==> src/core/adcsz_defs.svh <==
`ifndef ADCSZ_DEFS_SVH
`define ADCSZ_DEFS_SVH

// clock and timing
`define ADCSZ_CLK_HZ         20000000
`define ADCSZ_CLK_PERIOD_NS  50
`define ADCSZ_RTC_PERIOD_MS  1000
`define ADCSZ_CONV_TIME_NS   3000
`define ADCSZ_RTC_CYCLES     (`ADCSZ_CLK_HZ / 1000 * `ADCSZ_RTC_PERIOD_MS)
`define ADCSZ_CONV_CYCLES    ((`ADCSZ_CONV_TIME_NS + `ADCSZ_CLK_PERIOD_NS - 1) / `ADCSZ_CLK_PERIOD_NS)

// register byte offsets
`define ADCSZ_OFS_MODE0      8'h00
`define ADCSZ_OFS_MODE2      8'h04
`define ADCSZ_OFS_RTCCTL     8'h08
`define ADCSZ_OFS_MASK1H     8'h0C
`define ADCSZ_OFS_RESULT     8'h10
`define ADCSZ_OFS_STATUS     8'h14

// mode register zero fields
`define ADCSZ_M0_STBY_BIT    0
`define ADCSZ_M0_TMODE_LSB   1
`define ADCSZ_M0_TSRC_LSB    3
`define ADCSZ_M0_RES_BIT     5
`define ADCSZ_M0_RESET       8'h00

// field codes
`define ADCSZ_TMODE_HW_WAIT  2'h3
`define ADCSZ_TSRC_RTC       2'h2
`define ADCSZ_RES_TEN        1'h0

// single bit registers, all bit 0
`define ADCSZ_M2_SNZ_BIT     0
`define ADCSZ_RTCCTL_EN_BIT  0
`define ADCSZ_MASK_RTC_BIT   0

// status register bits
`define ADCSZ_ST_DONE_BIT    0
`define ADCSZ_ST_SNZ_BIT     1
`define ADCSZ_ST_BUSY_BIT    2
`define ADCSZ_ST_RTC_BIT     3

`endif

==> src/core/adcsz_pkg.sv <==
package adcsz_pkg;

   // conversion engine states
   typedef enum logic [0:0] {
      ST_IDLE,
      ST_CONV
   } adcsz_state_t;

   typedef logic [15:0] adcsz_result_t;

endpackage : adcsz_pkg

==> src/core/adcsz_conv_if.sv <==
`timescale 1ns/1ps
interface adcsz_conv_if;
   logic                   start;
   logic                   res_eight;
   logic [9:0]             sample;
   logic                   busy;
   logic                   done;
   adcsz_pkg::adcsz_result_t result;

   // controller side
   modport ctl (output start, output res_eight, output sample,
                input busy, input done, input result);
   // engine side
   modport eng (input start, input res_eight, input sample,
                output busy, output done, output result);
endinterface : adcsz_conv_if

==> src/core/adcsz_conv.sv <==
`timescale 1ns/1ps
`include "adcsz_defs.svh"
module adcsz_conv #(
   parameter int CONV_CYCLES = `ADCSZ_CONV_CYCLES
) (
   // clock and reset
   input  wire logic   clk_i,
   input  wire logic   rst_i,
   // controller link
   adcsz_conv_if.eng   cv
);
   localparam int DONE_LAT = CONV_CYCLES + 1;
   localparam int CW       = $clog2(CONV_CYCLES + 1);

   adcsz_pkg::adcsz_state_t  state_q;
   logic [CW-1:0]            cnt_q;
   logic [9:0]               hold_q;
   logic                     done_q;
   adcsz_pkg::adcsz_result_t result_q;
   wire  adcsz_pkg::adcsz_result_t res_ten;
   wire  adcsz_pkg::adcsz_result_t res_eight;
   wire  adcsz_pkg::adcsz_result_t shaped;

   // left aligned result, low bits zero
   assign res_ten   = {hold_q, 6'h00};
   assign res_eight = {hold_q[9:2], 8'h00};
   assign shaped    = cv.res_eight ? res_eight : res_ten;
   assign cv.busy   = (state_q == adcsz_pkg::ST_CONV);
   assign cv.done   = done_q;
   assign cv.result = result_q;

   // one-shot conversion sequencer
   always_ff @(posedge clk_i) begin
      if (rst_i) begin
         state_q  <= adcsz_pkg::ST_IDLE;
         cnt_q    <= '0;
         hold_q   <= 10'h000;
         done_q   <= 1'b0;
         result_q <= 16'h0000;
      end else begin
         done_q <= 1'b0;
         case (state_q)
            adcsz_pkg::ST_IDLE: begin
               if (cv.start) begin
                  state_q <= adcsz_pkg::ST_CONV;
                  cnt_q   <= CW'(CONV_CYCLES - 1);
                  hold_q  <= cv.sample;
               end
            end
            adcsz_pkg::ST_CONV: begin
               if (cnt_q == '0) begin
                  result_q <= shaped;
                  done_q   <= 1'b1;
                  state_q  <= adcsz_pkg::ST_IDLE;
               end else begin
                  cnt_q <= cnt_q - CW'(1);
               end
            end
            default: state_q <= adcsz_pkg::ST_IDLE;
         endcase
      end
   end

   AST_CONV_LATENCY: assert property (@(posedge clk_i) disable iff (rst_i)
      cv.start && !cv.busy |-> ##DONE_LAT done_q)
      else $error("conversion did not finish in time");
   AST_ONE_SHOT: assert property (@(posedge clk_i) disable iff (rst_i)
      done_q |-> !cv.busy ##1 (!cv.busy || $past(cv.start)))
      else $error("converter repeated without a trigger");
   AST_LEFT_ALIGN: assert property (@(posedge clk_i) disable iff (rst_i)
      done_q |-> result_q[5:0] == 6'h00 && result_q[15:6] == $past(hold_q)
                 || cv.res_eight)
      else $error("result not left aligned");
endmodule : adcsz_conv

==> src/core/adcsz_top.sv <==
`timescale 1ns/1ps
`include "adcsz_defs.svh"
module adcsz_top #(
   parameter int RTC_PERIOD_CYCLES = `ADCSZ_RTC_CYCLES,
   parameter int CONV_CYCLES       = `ADCSZ_CONV_CYCLES
) (
   // clock and reset
   input  wire logic        clk_i,
   input  wire logic        rst_i,
   // wishbone slave
   input  wire logic        wb_cyc_i,
   input  wire logic        wb_stb_i,
   input  wire logic        wb_we_i,
   input  wire logic [7:0]  wb_adr_i,
   input  wire logic [3:0]  wb_sel_i,
   input  wire logic [31:0] wb_dat_i,
   output logic      [31:0] wb_dat_o,
   output logic             wb_ack_o,
   // analog front end and power state
   input  wire logic [9:0]  analog_input_zero_i,
   input  wire logic        cpu_stop_i,
   // event outputs
   output logic             conversion_done_irq_o,
   output logic             rtc_irq_o,
   output logic             snooze_active_o
);
   localparam int RW = $clog2(RTC_PERIOD_CYCLES + 1);
   localparam logic [RW-1:0] RTC_MAX = RW'(RTC_PERIOD_CYCLES - 1);

   // control registers
   logic          standby_q;
   logic [1:0]    trig_mode_q;
   logic [1:0]    trig_src_q;
   logic          res_sel_q;
   logic          snooze_en_q;
   logic          rtc_en_q;
   logic          rtc_mask_q;
   // state
   logic          done_flag_q;
   logic          rtc_flag_q;
   logic          snooze_q;
   logic [RW-1:0] rtc_cnt_q;
   logic          rtc_tick_q;
   logic          ack_q;
   logic [31:0]   dat_q;
   logic          done_irq_q;
   logic          rtc_irq_q;

   adcsz_conv_if cv ();

   // bus decode
   wire        wb_req    = wb_cyc_i && wb_stb_i && !ack_q;
   wire        wr_lo     = wb_req && wb_we_i && wb_sel_i[0];
   wire        wr_mode0  = wr_lo && (wb_adr_i == `ADCSZ_OFS_MODE0);
   wire        wr_mode2  = wr_lo && (wb_adr_i == `ADCSZ_OFS_MODE2);
   wire        wr_rtcctl = wr_lo && (wb_adr_i == `ADCSZ_OFS_RTCCTL);
   wire        wr_mask   = wr_lo && (wb_adr_i == `ADCSZ_OFS_MASK1H);
   wire        wr_status = wr_lo && (wb_adr_i == `ADCSZ_OFS_STATUS);
   wire        rd_req    = wb_req && !wb_we_i;

   // trigger qualification
   wire        hw_wait   = (trig_mode_q == `ADCSZ_TMODE_HW_WAIT);
   wire        src_rtc   = (trig_src_q == `ADCSZ_TSRC_RTC);
   wire        armed     = standby_q && hw_wait && src_rtc && snooze_en_q;
   wire        start     = rtc_tick_q && armed && !cv.busy;
   wire        conv_done = cv.done;
   wire        rtc_wrap  = rtc_en_q && (rtc_cnt_q == RTC_MAX);

   // engine link, fixed channel zero
   assign cv.start     = start;
   assign cv.sample    = analog_input_zero_i;
   assign cv.res_eight = (res_sel_q != `ADCSZ_RES_TEN);

   // register read data
   wire [31:0] rd_mode0  = {26'h000_0000, res_sel_q, trig_src_q, trig_mode_q, standby_q};
   wire [31:0] rd_mode2  = {31'h0000_0000, snooze_en_q};
   wire [31:0] rd_rtcctl = {31'h0000_0000, rtc_en_q};
   wire [31:0] rd_mask   = {31'h0000_0000, rtc_mask_q};
   wire [31:0] rd_result = {16'h0000, cv.result};
   wire [31:0] rd_status = {28'h000_0000, rtc_flag_q, cv.busy, snooze_q, done_flag_q};
   wire [31:0] rd_data   =
      (wb_adr_i == `ADCSZ_OFS_MODE0)  ? rd_mode0  :
      (wb_adr_i == `ADCSZ_OFS_MODE2)  ? rd_mode2  :
      (wb_adr_i == `ADCSZ_OFS_RTCCTL) ? rd_rtcctl :
      (wb_adr_i == `ADCSZ_OFS_MASK1H) ? rd_mask   :
      (wb_adr_i == `ADCSZ_OFS_RESULT) ? rd_result :
      (wb_adr_i == `ADCSZ_OFS_STATUS) ? rd_status : 32'h0000_0000;

   // conversion engine
   adcsz_conv #(
      .CONV_CYCLES (CONV_CYCLES)
   ) u_conv (
      .clk_i (clk_i),
      .rst_i (rst_i),
      .cv    (cv)
   );

   // bus acknowledge and read data
   always_ff @(posedge clk_i) begin
      if (rst_i) begin
         ack_q <= 1'b0;
         dat_q <= 32'h0000_0000;
      end else begin
         ack_q <= wb_req;
         if (rd_req) begin
            dat_q <= rd_data;
         end
      end
   end

   // mode register zero
   always_ff @(posedge clk_i) begin
      if (rst_i) begin
         standby_q   <= 1'(`ADCSZ_M0_RESET >> `ADCSZ_M0_STBY_BIT);
         trig_mode_q <= 2'h0;
         trig_src_q  <= 2'h0;
         res_sel_q   <= 1'b0;
      end else if (wr_mode0) begin
         standby_q   <= wb_dat_i[`ADCSZ_M0_STBY_BIT];
         trig_mode_q <= wb_dat_i[`ADCSZ_M0_TMODE_LSB +: 2];
         trig_src_q  <= wb_dat_i[`ADCSZ_M0_TSRC_LSB +: 2];
         res_sel_q   <= wb_dat_i[`ADCSZ_M0_RES_BIT];
      end
   end

   // snooze enable, cleared by done in snooze
   always_ff @(posedge clk_i) begin
      if (rst_i) begin
         snooze_en_q <= 1'b0;
      end else if (conv_done && snooze_q) begin
         snooze_en_q <= 1'b0;
      end else if (wr_mode2) begin
         snooze_en_q <= wb_dat_i[`ADCSZ_M2_SNZ_BIT];
      end
   end

   // clock control and mask
   always_ff @(posedge clk_i) begin
      if (rst_i) begin
         rtc_en_q   <= 1'b0;
         rtc_mask_q <= 1'b0;
      end else begin
         if (wr_rtcctl) begin
            rtc_en_q <= wb_dat_i[`ADCSZ_RTCCTL_EN_BIT];
         end
         if (wr_mask) begin
            rtc_mask_q <= wb_dat_i[`ADCSZ_MASK_RTC_BIT];
         end
      end
   end

   // constant-period counter
   always_ff @(posedge clk_i) begin
      if (rst_i) begin
         rtc_cnt_q  <= '0;
         rtc_tick_q <= 1'b0;
      end else begin
         rtc_tick_q <= rtc_wrap;
         if (!rtc_en_q || rtc_wrap) begin
            rtc_cnt_q <= '0;
         end else begin
            rtc_cnt_q <= rtc_cnt_q + RW'(1);
         end
      end
   end

   // snooze state
   always_ff @(posedge clk_i) begin
      if (rst_i) begin
         snooze_q <= 1'b0;
      end else if (conv_done) begin
         snooze_q <= 1'b0;
      end else if (start && cpu_stop_i) begin
         snooze_q <= 1'b1;
      end
   end

   // sticky status flags, set beats clear
   always_ff @(posedge clk_i) begin
      if (rst_i) begin
         done_flag_q <= 1'b0;
         rtc_flag_q  <= 1'b0;
      end else begin
         if (conv_done) begin
            done_flag_q <= 1'b1;
         end else if (wr_status && wb_dat_i[`ADCSZ_ST_DONE_BIT]) begin
            done_flag_q <= 1'b0;
         end
         if (rtc_tick_q) begin
            rtc_flag_q <= 1'b1;
         end else if (wr_status && wb_dat_i[`ADCSZ_ST_RTC_BIT]) begin
            rtc_flag_q <= 1'b0;
         end
      end
   end

   // event pulses
   always_ff @(posedge clk_i) begin
      if (rst_i) begin
         done_irq_q <= 1'b0;
         rtc_irq_q  <= 1'b0;
      end else begin
         done_irq_q <= conv_done;
         rtc_irq_q  <= rtc_tick_q && !rtc_mask_q;
      end
   end

   // outputs straight from flops
   assign wb_ack_o              = ack_q;
   assign wb_dat_o              = dat_q;
   assign conversion_done_irq_o = done_irq_q;
   assign rtc_irq_o             = rtc_irq_q;
   assign snooze_active_o       = snooze_q;

   AST_UNARMED_NO_CONV: assert property (@(posedge clk_i) disable iff (rst_i)
      rtc_tick_q && !armed && !cv.busy |=> !cv.busy ##1 !done_irq_q)
      else $error("unarmed trigger started a conversion");

   AST_SNOOZE_ENTRY: assert property (@(posedge clk_i) disable iff (rst_i)
      start && cpu_stop_i |=> snooze_active_o && cv.busy)
      else $error("stop-state trigger did not enter snooze");

   AST_SNOOZE_EXIT: assert property (@(posedge clk_i) disable iff (rst_i)
      conv_done && snooze_q |=> !snooze_active_o && !snooze_en_q && conversion_done_irq_o)
      else $error("done in snooze did not leave snooze");

   AST_DONE_AFTER_RESULT: assert property (@(posedge clk_i) disable iff (rst_i)
      $rose(conversion_done_irq_o) |-> $past(conv_done) && done_flag_q)
      else $error("done interrupt without finished result");

   AST_RTC_PERIOD: assert property (@(posedge clk_i) disable iff (rst_i)
      rtc_tick_q |-> $past(rtc_cnt_q) == RTC_MAX && $past(rtc_en_q))
      else $error("clock event off period");

   AST_RTC_MASK: assert property (@(posedge clk_i) disable iff (rst_i)
      rtc_tick_q |=> rtc_irq_o == !$past(rtc_mask_q))
      else $error("clock interrupt mask not honoured");

   AST_RTC_STOPPED: assert property (@(posedge clk_i) disable iff (rst_i)
      !rtc_en_q [*2] |-> !rtc_tick_q && rtc_cnt_q == '0)
      else $error("clock counter ran while disabled");

   AST_START_CAUSE: assert property (@(posedge clk_i) disable iff (rst_i)
      $rose(cv.busy) |-> $past(standby_q && hw_wait && src_rtc && rtc_tick_q))
      else $error("conversion started without armed trigger");

   AST_WB_ACK_ONE: assert property (@(posedge clk_i) disable iff (rst_i)
      wb_cyc_i && wb_stb_i && !wb_ack_o |=> wb_ack_o ##1 !wb_ack_o)
      else $error("bus acknowledge not a single cycle");

   // register writes land at the taking edge
   AST_STANDBY_WRITE: assert property (@(posedge clk_i) disable iff (rst_i)
      wr_mode0 |=> standby_q == $past(wb_dat_i[`ADCSZ_M0_STBY_BIT]))
      else $error("standby bit not written");

   AST_TMODE_WRITE: assert property (@(posedge clk_i) disable iff (rst_i)
      wr_mode0 |=> trig_mode_q == $past(wb_dat_i[`ADCSZ_M0_TMODE_LSB +: 2]))
      else $error("trigger mode field not written");

   AST_TSRC_WRITE: assert property (@(posedge clk_i) disable iff (rst_i)
      wr_mode0 |=> trig_src_q == $past(wb_dat_i[`ADCSZ_M0_TSRC_LSB +: 2]))
      else $error("trigger source field not written");

   AST_RES_WRITE: assert property (@(posedge clk_i) disable iff (rst_i)
      wr_mode0 |=> res_sel_q == $past(wb_dat_i[`ADCSZ_M0_RES_BIT]))
      else $error("resolution bit not written");

   AST_RTC_EN_WRITE: assert property (@(posedge clk_i) disable iff (rst_i)
      wr_rtcctl |=> rtc_en_q == $past(wb_dat_i[`ADCSZ_RTCCTL_EN_BIT]))
      else $error("count enable bit not written");

   AST_MASK_WRITE: assert property (@(posedge clk_i) disable iff (rst_i)
      wr_mask |=> rtc_mask_q == $past(wb_dat_i[`ADCSZ_MASK_RTC_BIT]))
      else $error("clock irq mask bit not written");

   AST_SNOOZE_ARM: assert property (@(posedge clk_i) disable iff (rst_i)
      wr_mode2 && !(conv_done && snooze_q) |=> snooze_en_q == $past(wb_dat_i[`ADCSZ_M2_SNZ_BIT]))
      else $error("snooze enable bit not written");

   // snooze only around a stop-state conversion; a masked clock event still starts one
   AST_SNOOZE_CAUSE: assert property (@(posedge clk_i) disable iff (rst_i)
      $rose(snooze_active_o) |-> $past(start && cpu_stop_i))
      else $error("snooze entered without stop-state trigger");

   AST_SNOOZE_BUSY: assert property (@(posedge clk_i) disable iff (rst_i)
      snooze_active_o |-> cv.busy || conv_done)
      else $error("snooze held with no conversion");

   AST_MASKED_TRIGGER: assert property (@(posedge clk_i) disable iff (rst_i)
      rtc_tick_q && rtc_mask_q && armed && !cv.busy |=> cv.busy && !rtc_irq_o)
      else $error("masked clock event did not trigger alone");

   // events and flags
   AST_DONE_IRQ_PULSE: assert property (@(posedge clk_i) disable iff (rst_i)
      conversion_done_irq_o |=> !conversion_done_irq_o)
      else $error("done interrupt longer than one cycle");

   AST_DONE_FLAG_SET: assert property (@(posedge clk_i) disable iff (rst_i)
      conv_done |=> done_flag_q)
      else $error("done flag not set");

   AST_RTC_IRQ_PULSE: assert property (@(posedge clk_i) disable iff (rst_i)
      rtc_irq_o |=> !rtc_irq_o)
      else $error("clock interrupt longer than one cycle");

   AST_TICK_PULSE: assert property (@(posedge clk_i) disable iff (rst_i)
      rtc_tick_q |=> !rtc_tick_q)
      else $error("clock event longer than one cycle");

   AST_RTC_FLAG_SET: assert property (@(posedge clk_i) disable iff (rst_i)
      rtc_tick_q |=> rtc_flag_q)
      else $error("clock event flag not set");

   // bus read side
   AST_READ_HOLD: assert property (@(posedge clk_i) disable iff (rst_i)
      !rd_req |=> $stable(wb_dat_o))
      else $error("read data changed without a read");

   AST_UNMAPPED_READ: assert property (@(posedge clk_i) disable iff (rst_i)
      rd_req && wb_adr_i > `ADCSZ_OFS_STATUS |=> wb_dat_o == 32'h0000_0000)
      else $error("unmapped read not zero");
endmodule : adcsz_top

==> config.mk <==
export PLATFORM = sky130hd
export DESIGN_NAME = adcsz_top
export DESIGN_NICKNAME = d
export VERILOG_FILES = /design/src/core/adcsz_pkg.sv /design/src/core/adcsz_conv_if.sv /design/src/core/adcsz_conv.sv /design/src/core/adcsz_top.sv
export VERILOG_INCLUDE_DIRS = /design/src /design/src/core
export SDC_FILE = /design/constraint.sdc
export NUM_CORES = 1
export LEC_CHECK = 0
export BUFFER_PORTS_ARGS = -buffer_cell sky130_fd_sc_hd__buf_2
export CORE_UTILIZATION = 47
export CTS_CLUSTER_DIAMETER = 40
export CTS_CLUSTER_SIZE = 14
export DETAILED_ROUTE_END_ITERATION = 7
export PLACE_DENSITY = 0.86
export SYNTH_ARGS = -nofsm -noshare
export SYNTH_HDL_FRONTEND = slang
export SYNTH_SLANG_ARGS = --single-unit
export TNS_END_PERCENT = 50
==> constraint.sdc <==
create_clock -name clk_i -period 1.6 [get_ports clk_i]
set_clock_uncertainty 0.05 [all_clocks]
set_input_delay 0.08 -clock clk_i [delete_from_list [all_inputs] [get_ports clk_i]]
set_output_delay 0.08 -clock clk_i [all_outputs]
set_load 0.05 [all_outputs]
==> summary.md, run 1 <==
| Metric | Value |
|---|---|
| Violated checks | `negative setup slack` |
| H-tree depth | `3` |
| Status | `finished, violations left` |
| Ys async rst share | `0%` |
| Placer Congestion | `0.955` |
| Post-Synth Adder-Cell Area | `1.01%` |
| Initial Utilization | `about half` |
| DIE WIDTH | `around 91 um` |
| Hold crit path type | `input port to flop` |
| DR pass1 iterations | `4` |
| Synth Instances | `404` |
| FF+latch count, synth | `85` |
| Total power | `about 3700 uW` |
| Initial antenna violation count | `0` |
| CP Capture Type | `flop` |
| Area Growth Syn to Fin | `30.6%` |
| All-Layer GR Usage | `roughly 23%` |
| Largest net degree at the start of global routing | `60` |
| Worst VDD drop | `0.000358 V` |
| Post-synth EDFFs | `0` |
| Share of power burned in registers | `a little under three fifths` |
| Clk slew on worst S/H paths | `approximately 0.080 ns` |
| Std-Cell Rows | `32` |
| DRT iter0 DRCs | `193` |
| Post-synthesis mux area share | `8.09%` |
| Post-Synth Simple-Gate Area | `23.9%` |
| Core Area | `slightly below 8000 sq um` |
| # diodes | `0` |
| IO Count | `96` |
| Combinational Power Share | `7.2%` |
| Post-Synth XOR/XNOR Area | `2.60%` |
| Wirelength per Cell | `approximately 16 um` |
| Part of the power in the clock network | `between 30% and 40%` |
| Input/output buffers | `50` |
| Die area | `8250 sq um` |
| Worst skew pair latency | `between 0.3 and 0.4 ns` |
| Layout cells sized above 1 | `31.2%` |
| CTS tree | `yes` |
| Fin Hold WS | `0.0294 ns` |
| Mapped Area | `3710 sq um` |
| Commonest non-fill, non-tap cell in the layout | `dfxtp_1` |
| Clock Tree Buf Depth | `2` |
| Critical path launch point type | `flop` |
| Post-route ant nets | `0` |
| Post-synthesis compound-gate area fraction | `11.1%` |
| Global route overflow | `0` |
| Largest family of logic cells by synthesized area | `simple AND/OR/NAND/NOR gates` |
| Synth top area share | `45.9%` |
| Max-slew violations | `0` |
| Int Power | `about 2800 uW` |
| DR vias/cell | `5.51` |
| Fmax | `0.598 GHz` |
| Top cell type by total area after synthesis | `dfxtp_1` |
| Clock Tree Root | `clkbuf_8` |
| Period minus WS final | `roughly 1.7 ns` |
| Vias | `between 3000 and 4000` |
| # clock sinks | `85` |
| Commonest cells after routing, fill and taps aside | `70 x dfxtp_1, 61 x nor2_1, 50 x buf_2` |
| Die height | `just over 90 um` |
| Post-layout net count | `around 580` |
| DRC | `0` |
| Final WL | `9.94 mm` |
| Syn_area_per_cell | `9.18 sq um` |
| Max_cap viols | `0` |
| RSZ-0062 raised after global routing | `yes` |
| Worst EP required | `1.81 ns` |
| Sw frac | `25.8%` |
| P_leak | `0.00201 uW` |
| Pwr dens | `770 nW/um^2` |
| Final WS setup | `-0.0715 ns` |
| CTS Buf Count | `9` |
| Area contributors post-synth | `dfxtp_1 46%, mux2i_1 8.1%, nor2_1 6.3%, a21oi_1 4.5%, buf_4 3.2%` |
| Arr. time, crit path | `between 1.5 and 2 ns` |
| Net Sw Power | `~960 uW` |
| Vias in the first global route | `3326` |
| Sequential share of the synthesized area | `45.9%` |
| First-pass GRT wire length | `15.0 mm` |
| Dpl hpwl | `slightly below 6 mm` |
| Synth warn | `0` |
| Crit-path max FO | `6` |
| Final hold violations | `0` |
| Util after Layout | `63.0%` |
| Yosys cell types | `50` |
| Ratio of final minimum period to clock period | `104%` |
| # setup viols final | `34` |
| Crit path kind | `flop to flop` |
| Main synth FF type | `dfxtp_1` |
-- power by group through the flow --
stage / Sequential [uW] / Clock, uW / Combinational, uW
detailed placement: 2170 / 0 / 230
finish: 2120 / 1340 / 268
floorplan: 2190 / 0 / 174
CTS: 2120 / 1350 / 263
global placement: 2170 / 0 / 226
global route: 2120 / 1460 / 286
-- final timing paths --
| path | cells after the start | from | endpoint | slack (ns) |
|---|---|---|---|---|
| max reg2reg | 6 | rtc_cnt_q[6] | rtc_cnt_q[8] | -0.07 |
| min reg2reg | 1 | rtc_cnt_q[0] | rtc_cnt_q[0] | 0.40 |
| max | 6 | rtc_cnt_q[6] | rtc_cnt_q[8] | -0.07 |
| min | 3 | wb_stb_i | wb_ack_o | 0.03 |
-- layout make-up --
| type | count | area [sq um] |
|---|---|---|
| Multi-Input combinational cell | 287 | 1900 |
| Tap cell | 102 | 128 |
| Sequential cell | 85 | 1720 |
| Fill cell | 561 | 2840 |
| Clock buffer | 11 | 131 |
| Timing Repair Buffer | 121 | 892 |
| Clock inverter | 5 | 36.3 |
| Inverter | 10 | 37.5 |
-- worst max-delay path: stages, from the launching register on --
cell and delay, ns:
dfxtp_4 0.38, nand2_2 0.05, or4b_4 0.56, o31ai_4 0.19, buf_6 0.15, clkbuf_16 0.14, nor2_1 0.05
-- metrics by stage --
stage               cell area [sq um]  TNS [ns]  std cells  worst slack, ns
floorplan                        3780    -0.805        419          -0.0653
finish                           4840     -1.57        621          -0.0715
global route                     4840     -3.73        621           -0.167
global placement                 4310    -0.703        580          -0.0381
detailed placement               4310     -1.26        580          -0.0729
CTS                              4690    -0.691        613          -0.0506
-- repair_timing --
action	in CTS	in global routing
endpoints found under the setup margin	37	36
pin swaps	5	3
gates cloned	0	2
hold buffers	17	0
gates resized for setup	13	23
hold endpoints to repair	19	0
setup buffers	0	6
-- synth_stat cells (all sizes together) (10+ instances only) --
cell type and count:
mux2i 30, nand4 14, nand3 14, inv 10, a32oi 10, o21ai 10, dfxtp 85, buf 23
nor2 62, clkbuf 14, nand2 18, a21oi 33
-- metal layers --
metal	GRT usage [%]	up-vias	share of wire, %	routed length (um)
met5	0	-	0	0
met4	10.8	0	2.4	239
met3	6.65	24	5.5	547
met2	39.1	121	50	4970
met1	26.3	1654	42	4180
li1	-	1624	-	-
-- state kept, by name, summed over array words and instances, names as in the netlist, 2 cells and up --
| name | flops |
|---|---|
| u_conv.hold_q | 10 |
| u_conv.cv.result | 10 |
| trig_mode_q | 2 |
| rtc_cnt_q | 25 |
| trig_src_q | 2 |
| wb_dat_o | 16 |
| u_conv.cnt_q | 6 |
-- cells by family (layout without fill, tap and decap cells) --
kind of cell             count (synthesis)  after routing
AO/OA/AOI/OAI                           65             65
XOR/XNOR                                11             11
adder cells (fa/ha/maj)                  3              3
buffers and inverters                   47            147
flip-flops                              85             85
multiplexers                            30             30
other                                    1             16
AND/OR/NAND/NOR                        162            162
(Power assumes the default switching activity.)
==> run 2: changes to the inputs <==
--- a/config.mk
+++ b/config.mk
@@ -6,12 +6,13 @@
 export SDC_FILE = /design/constraint.sdc
 export NUM_CORES = 1
 export LEC_CHECK = 0
+export ABC_AREA = 1
 export BUFFER_PORTS_ARGS = -buffer_cell sky130_fd_sc_hd__buf_2
-export CORE_UTILIZATION = 47
+export CORE_UTILIZATION = 48
 export CTS_CLUSTER_DIAMETER = 40
 export CTS_CLUSTER_SIZE = 14
 export DETAILED_ROUTE_END_ITERATION = 7
-export PLACE_DENSITY = 0.86
+export PLACE_DENSITY = 0.87
 export SYNTH_ARGS = -nofsm -noshare
 export SYNTH_HDL_FRONTEND = slang
 export SYNTH_SLANG_ARGS = --single-unit
==> summary.md, run 2 <==
| Metric | Value |
|---|---|
| Global route overflow | `0 (unchanged)` |
| Post-synth top cells | `105 x nand2_1, 95 x nor2_1, 85 x dfxtp_1` |
| First-pass GRT wire length | `15.2 mm (+1.5%)` |
| Rel. slew slack | `48.5%` |
| All-Layer GR Usage | `22.6% (-0.31 points)` |
| Register area | `1710 sq um (-0.80%)` |
| Sw frac | `24.8% (-1.0 points)` |
| P_leak | `0.00189 uW (-6.1%)` |
| Tightest Pin Transition | `0.771 ns` |
| CTS tree | `yes` |
| Crit-path max FO | `5 (-1)` |
| Critical path launch point type | `flop` |
| Worst EP required | `1.85 ns (+0.04 ns)` |
| Mapped Area | `3880 sq um (+4.6%)` |
| Dpl hpwl | `6.45 mm (+10%)` |
| Input/output buffers | `50 (unchanged)` |
| Int Power | `2920 uW (+5.5%)` |
| Clock Tree Root | `clkbuf_8` |
| Part of the power in the clock network | `39.3% (+3.3 points)` |
| Final hold violations | `0 (unchanged)` |
| Final WL | `9.68 mm (-2.6%)` |
| Core Area | `7770 sq um (+1.0%)` |
| Area contributors post-synth | `dfxtp_1 44%, nand2_1 10%, nor2_1 9.2%, a21oi_1 4.9%, inv_1 4.6%` |
| DIE WIDTH | `91.9 um (+1.2%)` |
| Area Growth Syn to Fin | `23.9%` |
| # setup viols final | `0 (-100%)` |
| Max-slew violations | `0 (unchanged)` |
| Max_cap viols | `0 (unchanged)` |
| DR vias/cell | `5.17 (-6.3%)` |
| Status | `finished, final reports clean` |
| Vias | `3771 (+10%)` |
| Crit path kind | `flop to flop` |
| Main synth FF type | `dfxtp_1` |
| Hold crit path type | `input port to flop` |
| Fin Hold WS | `0.0930 ns (+0.0636 ns)` |
| Period minus WS final | `1.57 ns (-0.105 ns)` |
| Layout cells sized above 1 | `20.7% (-11 points)` |
| Sequential share of the synthesized area | `43.9% (-2.0 points)` |
| Count leader, synth | `nand2_1` |
| Pwr dens | `807 nW/um^2 (+4.8%)` |
| FF+latch count, synth | `85 (unchanged)` |
| CTS Buf Count | `9 (unchanged)` |
| Synth top area share | `43.9% (-2.0 points)` |
| Net Sw Power | `963 uW (about the same)` |
| Arr. time, crit path | `1.82 ns (-0.06 ns)` |
| Die area | `8450 sq um (+2.3%)` |
| Fill cell count | `648 (+16%)` |
| Worst VDD drop | `0.000445 V (+24%)` |
| CP Capture Type | `flop` |
| Ratio of final minimum period to clock period | `97.9% (-6.6 points)` |
| Initial Utilization | `50.0% (+1.7 points)` |
| Fmax | `0.639 GHz (+6.7%)` |
| Top cell type by total area after synthesis | `dfxtp_1` |
| DRC | `0 (unchanged)` |
| Commonest cells after routing, fill and taps aside | `102 x nand2_1, 93 x nor2_1, 79 x dfxtp_1` |
| DRT iter0 DRCs | `299 (+55%)` |
| Share of power burned in registers | `54.5% (-2.3 points)` |
| # clock sinks | `85 (unchanged)` |
| Largest register FFs | `25 (unchanged)` |
| Combinational Power Share | `6.2% (-1.0 points)` |
| Placer Congestion | `0.873 (-8.6%)` |
| Ys async rst share | `0% (unchanged)` |
| Synth Instances | `531 (+31%)` |
| Std-Cell Rows | `32 (unchanged)` |
| Largest Register | `rtc_cnt_q` |
| Util after Layout | `61.9% (-1.1 points)` |
| Setup TNS | `0 ns (+1.57 ns)` |
| Clk slew on worst S/H paths | `0.09 ns (about the same)` |
| Post-synth EDFFs | `0 (unchanged)` |
| H-tree depth | `3 (unchanged)` |
| Post-route ant nets | `0 (unchanged)` |
| # diodes | `0 (unchanged)` |
| Initial antenna violation count | `0 (unchanged)` |
| Vias in the first global route | `3595 (+8.1%)` |
| Largest net degree at the start of global routing | `32 (-47%)` |
| Yosys cell types | `36 (-28%)` |
| Commonest non-fill, non-tap cell in the layout | `nand2_1` |
| DR pass1 iterations | `5 (+1)` |
| Die height | `91.9 um (+1.2%)` |
| Synth warn | `0 (unchanged)` |
| Final WS setup | `0.0339 ns (+0.105 ns)` |
| RSZ-0062 raised after global routing | `yes` |
| Post-layout net count | `687 (+19%)` |
| Worst skew pair latency | `0.37 ns (about the same)` |
| IO Count | `96 (unchanged)` |
| Wirelength per Cell | `13.3 um (-17%)` |
| Multi-input gate area in the final layout | `1950 sq um (+3.0%)` |
| Place WS | `-0.0369 ns (+0.0360 ns)` |
| Syn_area_per_cell | `7.31 sq um (-20%)` |
| Clock Tree Buf Depth | `2 (unchanged)` |
[run 2: changes by cell type after synthesis, sizes merged, moves of 9 or more]
| cell | delta |
|---|---|
| a32oi | -10 |
| inv | +40 |
| mux2i | -30 |
| nand2 | +88 |
| nand3 | +15 |
| nor2 | +40 |
| o21ai | +23 |
| or3 | -9 |
[run 2: final cells by class]
cell class                      count  area share (%)
Multi-Input combinational cell    383            40.6
Sequential cell                    85            35.6
Timing Repair Buffer               94            13.1
Inverter                           51            4.03
Tap cell                          102            2.65
Clock buffer                        9            2.58
Clock inverter                      6            1.48
[run 2: timing repair]
action | in CTS | in global routing
hold endpoints to repair | 19 | 0
pin swaps | 1 | 7
endpoints found under the setup margin | 29 | 49
gates cloned | 0 | 2
setup buffers | 0 | 3
hold buffers | 19 | 0
gates resized for setup | 3 | 24
[run 2: layer usage]
layer	track usage [%]	up-vias	wire length, um
met1	25.8	1699	3940
met2	39.0	170	4710
met3	4.56	43	624
met4	13.3	0	412
met5	0	-	0
li1	-	1859	-
[run 2: power groups by stage]
stage                     sequential [uW]  combinational (uW)  clock (uW)
after detailed placement             2160                 203           0
after floorplan                      2170                 174           0
final                                2110                 242        1520
after CTS                            2110                 239        1540
after global placement               2160                 201           0
after global routing                 2120                 262        1620
[run 2: logic make-up (layout without fill, tap and decap cells)]
group,count (synthesis),after routing,share of synthesized area [%]
DFF,85,85,43.9
adders and majority gates,3,3,0.968
buffers and inverters,79,160,9.64
other,1,16,0.0967
AOI/OAI and AO/OA,80,80,10.9
and+or+nand+nor,269,270,31.4
xor gates and xnor gates,14,14,3.16
[run 2: path summary, 6_finish.rpt]
check	start	endpoint	slack [ns]	cells after the start
worst max-delay path	u_conv.cnt_q[1]	u_conv.cv.result[6]	0.03	7
worst min-delay path	wb_adr_i[0]	wb_dat_o[0]	0.09	6
worst max register to register	u_conv.cnt_q[1]	u_conv.cv.result[6]	0.03	7
worst min register to register	rtc_mask_q	rtc_irq_o	0.41	1
[run 2: worst max-delay path, cell delays in order (launching register included)]
cell and delay (ns):
dfxtp_2 0.35, inv_2 0.07, ha_2 0.17, nand4_1 0.21
nor2_4 0.24, buf_6 0.15, nand2_1 0.09, o21ai_1 0.18
[run 2: metrics by stage]
step                instances  area, sq um  total power [uW]
detailed placement        691         4310              2370
global placement          691         4310              2370
finish                    730         4810              3880
CTS                       725         4710              3890
global route              730         4810              4000
floorplan                 546         3960              2340
==> run 3: changes to the inputs <==
--- a/config.mk
+++ b/config.mk
@@ -12,6 +12,7 @@
 export CTS_CLUSTER_DIAMETER = 40
 export CTS_CLUSTER_SIZE = 14
 export DETAILED_ROUTE_END_ITERATION = 7
+export GPL_TIMING_DRIVEN = 0
 export PLACE_DENSITY = 0.87
 export SYNTH_ARGS = -nofsm -noshare
 export SYNTH_HDL_FRONTEND = slang
==> constraint.sdc (replaced) <==
create_clock -name clk_i -period 1.6 [get_ports clk_i]
set_clock_uncertainty 0.05 [all_clocks]
set_input_delay 0.08 -clock clk_i [delete_from_list [all_inputs] [get_ports clk_i]]
set_output_delay 0.08 -clock clk_i [all_outputs]
set_load 0.1 [all_outputs]
==> summary.md, run 3 (synthesis gave the netlist of run 2 again) <==
| Metric | Value |
|---|---|
| Critical path launch point type | `flop` |
| R2r setup slk | `0.005 ns (-0.03 ns)` |
| Largest net degree at the start of global routing | `20 (-38%)` |
| Die area | `8450 sq um (unchanged)` |
| RSZ-0062 raised after global routing | `yes` |
| Largest register FFs | `25 (unchanged)` |
| Global route overflow | `0 (unchanged)` |
| Vias in the first global route | `3733 (+3.8%)` |
| Commonest non-fill, non-tap cell in the layout | `nand2_1` |
| First-pass GRT wire length | `16.1 mm (+5.7%)` |
| Worst skew pair latency | `0.38 ns (about the same)` |
| CP dominant cell by count | `nor2_1` |
| Period minus WS final | `1.59 ns (+0.0284 ns)` |
| Worst path bufs/invs | `2 (unchanged)` |
| Clock Tree Root | `clkbuf_8` |
| Initial antenna violation count | `0 (unchanged)` |
| Slowest CP cell | `dfxtp_2` |
| H-tree depth | `3 (unchanged)` |
| Wirelength per Cell | `13.7 um (+3.6%)` |
| Initial Utilization | `50.0% (unchanged)` |
| Max_cap viols | `0 (unchanged)` |
| Setup TNS | `0 ns (unchanged)` |
| Final hold violations | `0 (unchanged)` |
| Arr. time, crit path | `1.83 ns (about the same)` |
| Core Area | `7770 sq um (unchanged)` |
| CTS Buf Count | `9 (unchanged)` |
| Post-layout net count | `710 (+3.3%)` |
| DR pass1 iterations | `5 (unchanged)` |
| Crit path kind | `flop to flop` |
| IO Count | `96 (unchanged)` |
| Fmax | `0.627 GHz (-1.8%)` |
| Rel. slew slack | `65.3% (+17 points)` |
| Crit-path max FO | `7 (+2)` |
| Die height | `91.9 um (unchanged)` |
| All-Layer GR Usage | `23.9% (+1.3 points)` |
| Post-route ant nets | `0 (unchanged)` |
| Ratio of final minimum period to clock period | `99.7% (+1.8 points)` |
| Final WS setup | `0.00547 ns (-0.0284 ns)` |
| # clock sinks | `85 (unchanged)` |
| Dpl hpwl | `6.51 mm (+0.88%)` |
| CP Capture Type | `flop` |
| DRC | `0 (unchanged)` |
| DIE WIDTH | `91.9 um (unchanged)` |
| Pwr dens | `797 nW/um^2 (-1.3%)` |
| Cells along the critical path | `inv_2 -> ha_4 -> nand4_1 -> nor2_4 -> clkinv_2 -> nor2_1 -> nor2_1` |
| P_leak | `0.00203 uW (+7.0%)` |
| Final WL | `10.4 mm (+7.0%)` |
| DR vias/cell | `5.16 (-0.20%)` |
| Place WS | `-0.340 ns (-0.303 ns)` |
| Status | `finished, final reports clean` |
| Crit path max-delay family | `simple AND/OR/NAND/NOR gates` |
| # setup viols final | `0 (unchanged)` |
| Final Cell Area | `5080 sq um (+5.8%)` |
| DP Area | `4310 sq um (about the same)` |
| Fill cell count | `603 (-6.9%)` |
| Hold crit path type | `input port to flop` |
| Fin Hold WS | `0.0890 ns (-0.00393 ns)` |
| Max stage delay on crit path | `0.35 ns (about the same)` |
| Layout cells sized above 1 | `23.8% (+3.1 points)` |
| Max-slew violations | `0 (unchanged)` |
| Placer Congestion | `0.909 (+4.1%)` |
| Input/output buffers | `49 (-2.0%)` |
| CTS tree | `yes` |
| Commonest cells after routing, fill and taps aside | `103 x nand2_1, 88 x nor2_1, 76 x dfxtp_1` |
| Std-Cell Rows | `32 (unchanged)` |
| Largest Register | `rtc_cnt_q` |
| Area Growth Syn to Fin | `31.0%` |
| Worst VDD drop | `0.000692 V (+56%)` |
| Clk slew on worst S/H paths | `0.11 ns (+0.02 ns)` |
| Worst EP required | `1.83 ns (-0.02 ns)` |
| # diodes | `0 (unchanged)` |
| Vias | `3887 (+3.1%)` |
| Tightest Pin Transition | `0.524 ns (-0.247 ns)` |
| DRT iter0 DRCs | `188 (-37%)` |
| Clock Tree Buf Depth | `2 (unchanged)` |
-- run 3: cell count changes in the layout (fill, tap and decap cells not counted), moves of 4 or more --
| cell | before | now |
|---|---|---|
| buf_4 | 23 | 31 |
| nor2_1 | 93 | 88 |
| clkbuf_1 | 0 | 7 |
| nor2_2 | 3 | 7 |
-- run 3: worst paths after layout --
check             startpoint                   to  cells past startpoint
max          u_conv.cnt_q[0]  u_conv.cv.result[8]                      7
min              wb_sel_i[0]          snooze_en_q                      5
max reg2reg  u_conv.cnt_q[0]  u_conv.cv.result[8]                      7
min reg2reg      wb_dat_o[8]          wb_dat_o[8]                      2
-- run 3: layout make-up --
type | count | area [sq um] | share of cell area (%)
Multi-Input combinational cell | 382 | 1970 | 38.8
Sequential cell | 85 | 1720 | 33.8
Timing Repair Buffer | 89 | 659 | 13.0
Inverter | 51 | 199 | 3.91
Buffer | 28 | 194 | 3.81
Tap cell | 102 | 128 | 2.51
Clock buffer | 9 | 124 | 2.44
Clock inverter | 7 | 83.8 | 1.65
Timing Repair inverter | 1 | 5.00 | 0.0984
-- run 3: power breakdown --
| group | internal [uW] | leakage [uW] | switching [uW] |
|---|---|---|---|
| Clock | 634 | 0.000106 | 937 |
| Sequential | 2110 | 0.000690 | 0.574 |
| Combinational | 108 | 0.00123 | 262 |
-- run 3: worst reg2reg max path, stage by stage (launching register included) --
cell      delay, ns
dfxtp_2        0.35
inv_2          0.09
ha_4           0.12
nand4_1        0.21
nor2_4         0.33
clkinv_2       0.16
nor2_1         0.14
nor2_1         0.06
-- run 3: repair_timing --
action                     4_1_cts  5_1_grt
gates cloned                     0        3
hold buffers                    20        0
resized for setup               14       36
setup endpoints to repair       45       63
setup buffers                    6       12
hold endpoints to repair        22        0
pin swaps                        4       14
-- run 3: layer usage --
layer	track usage, %	vias up	share of wire [%]
met5	0	-	0
met4	9.51	0	2.2
met3	5.89	20	5.2
met2	44.3	143	53
met1	25.8	1813	39
li1	-	1911	-
-- run 3: per-stage QoR --
| stage | total power [uW] | std cells | utilization (%) |
|---|---|---|---|
| final | 4050 | 754 | 65.4 |
| after global routing | 4190 | 754 | 65.4 |
| after CTS | 4070 | 739 | 62.3 |
| after detailed placement | 2480 | 697 | 55.5 |
| after global placement | 2480 | 697 | 55.5 |
| after floorplan | 2430 | 546 | - |
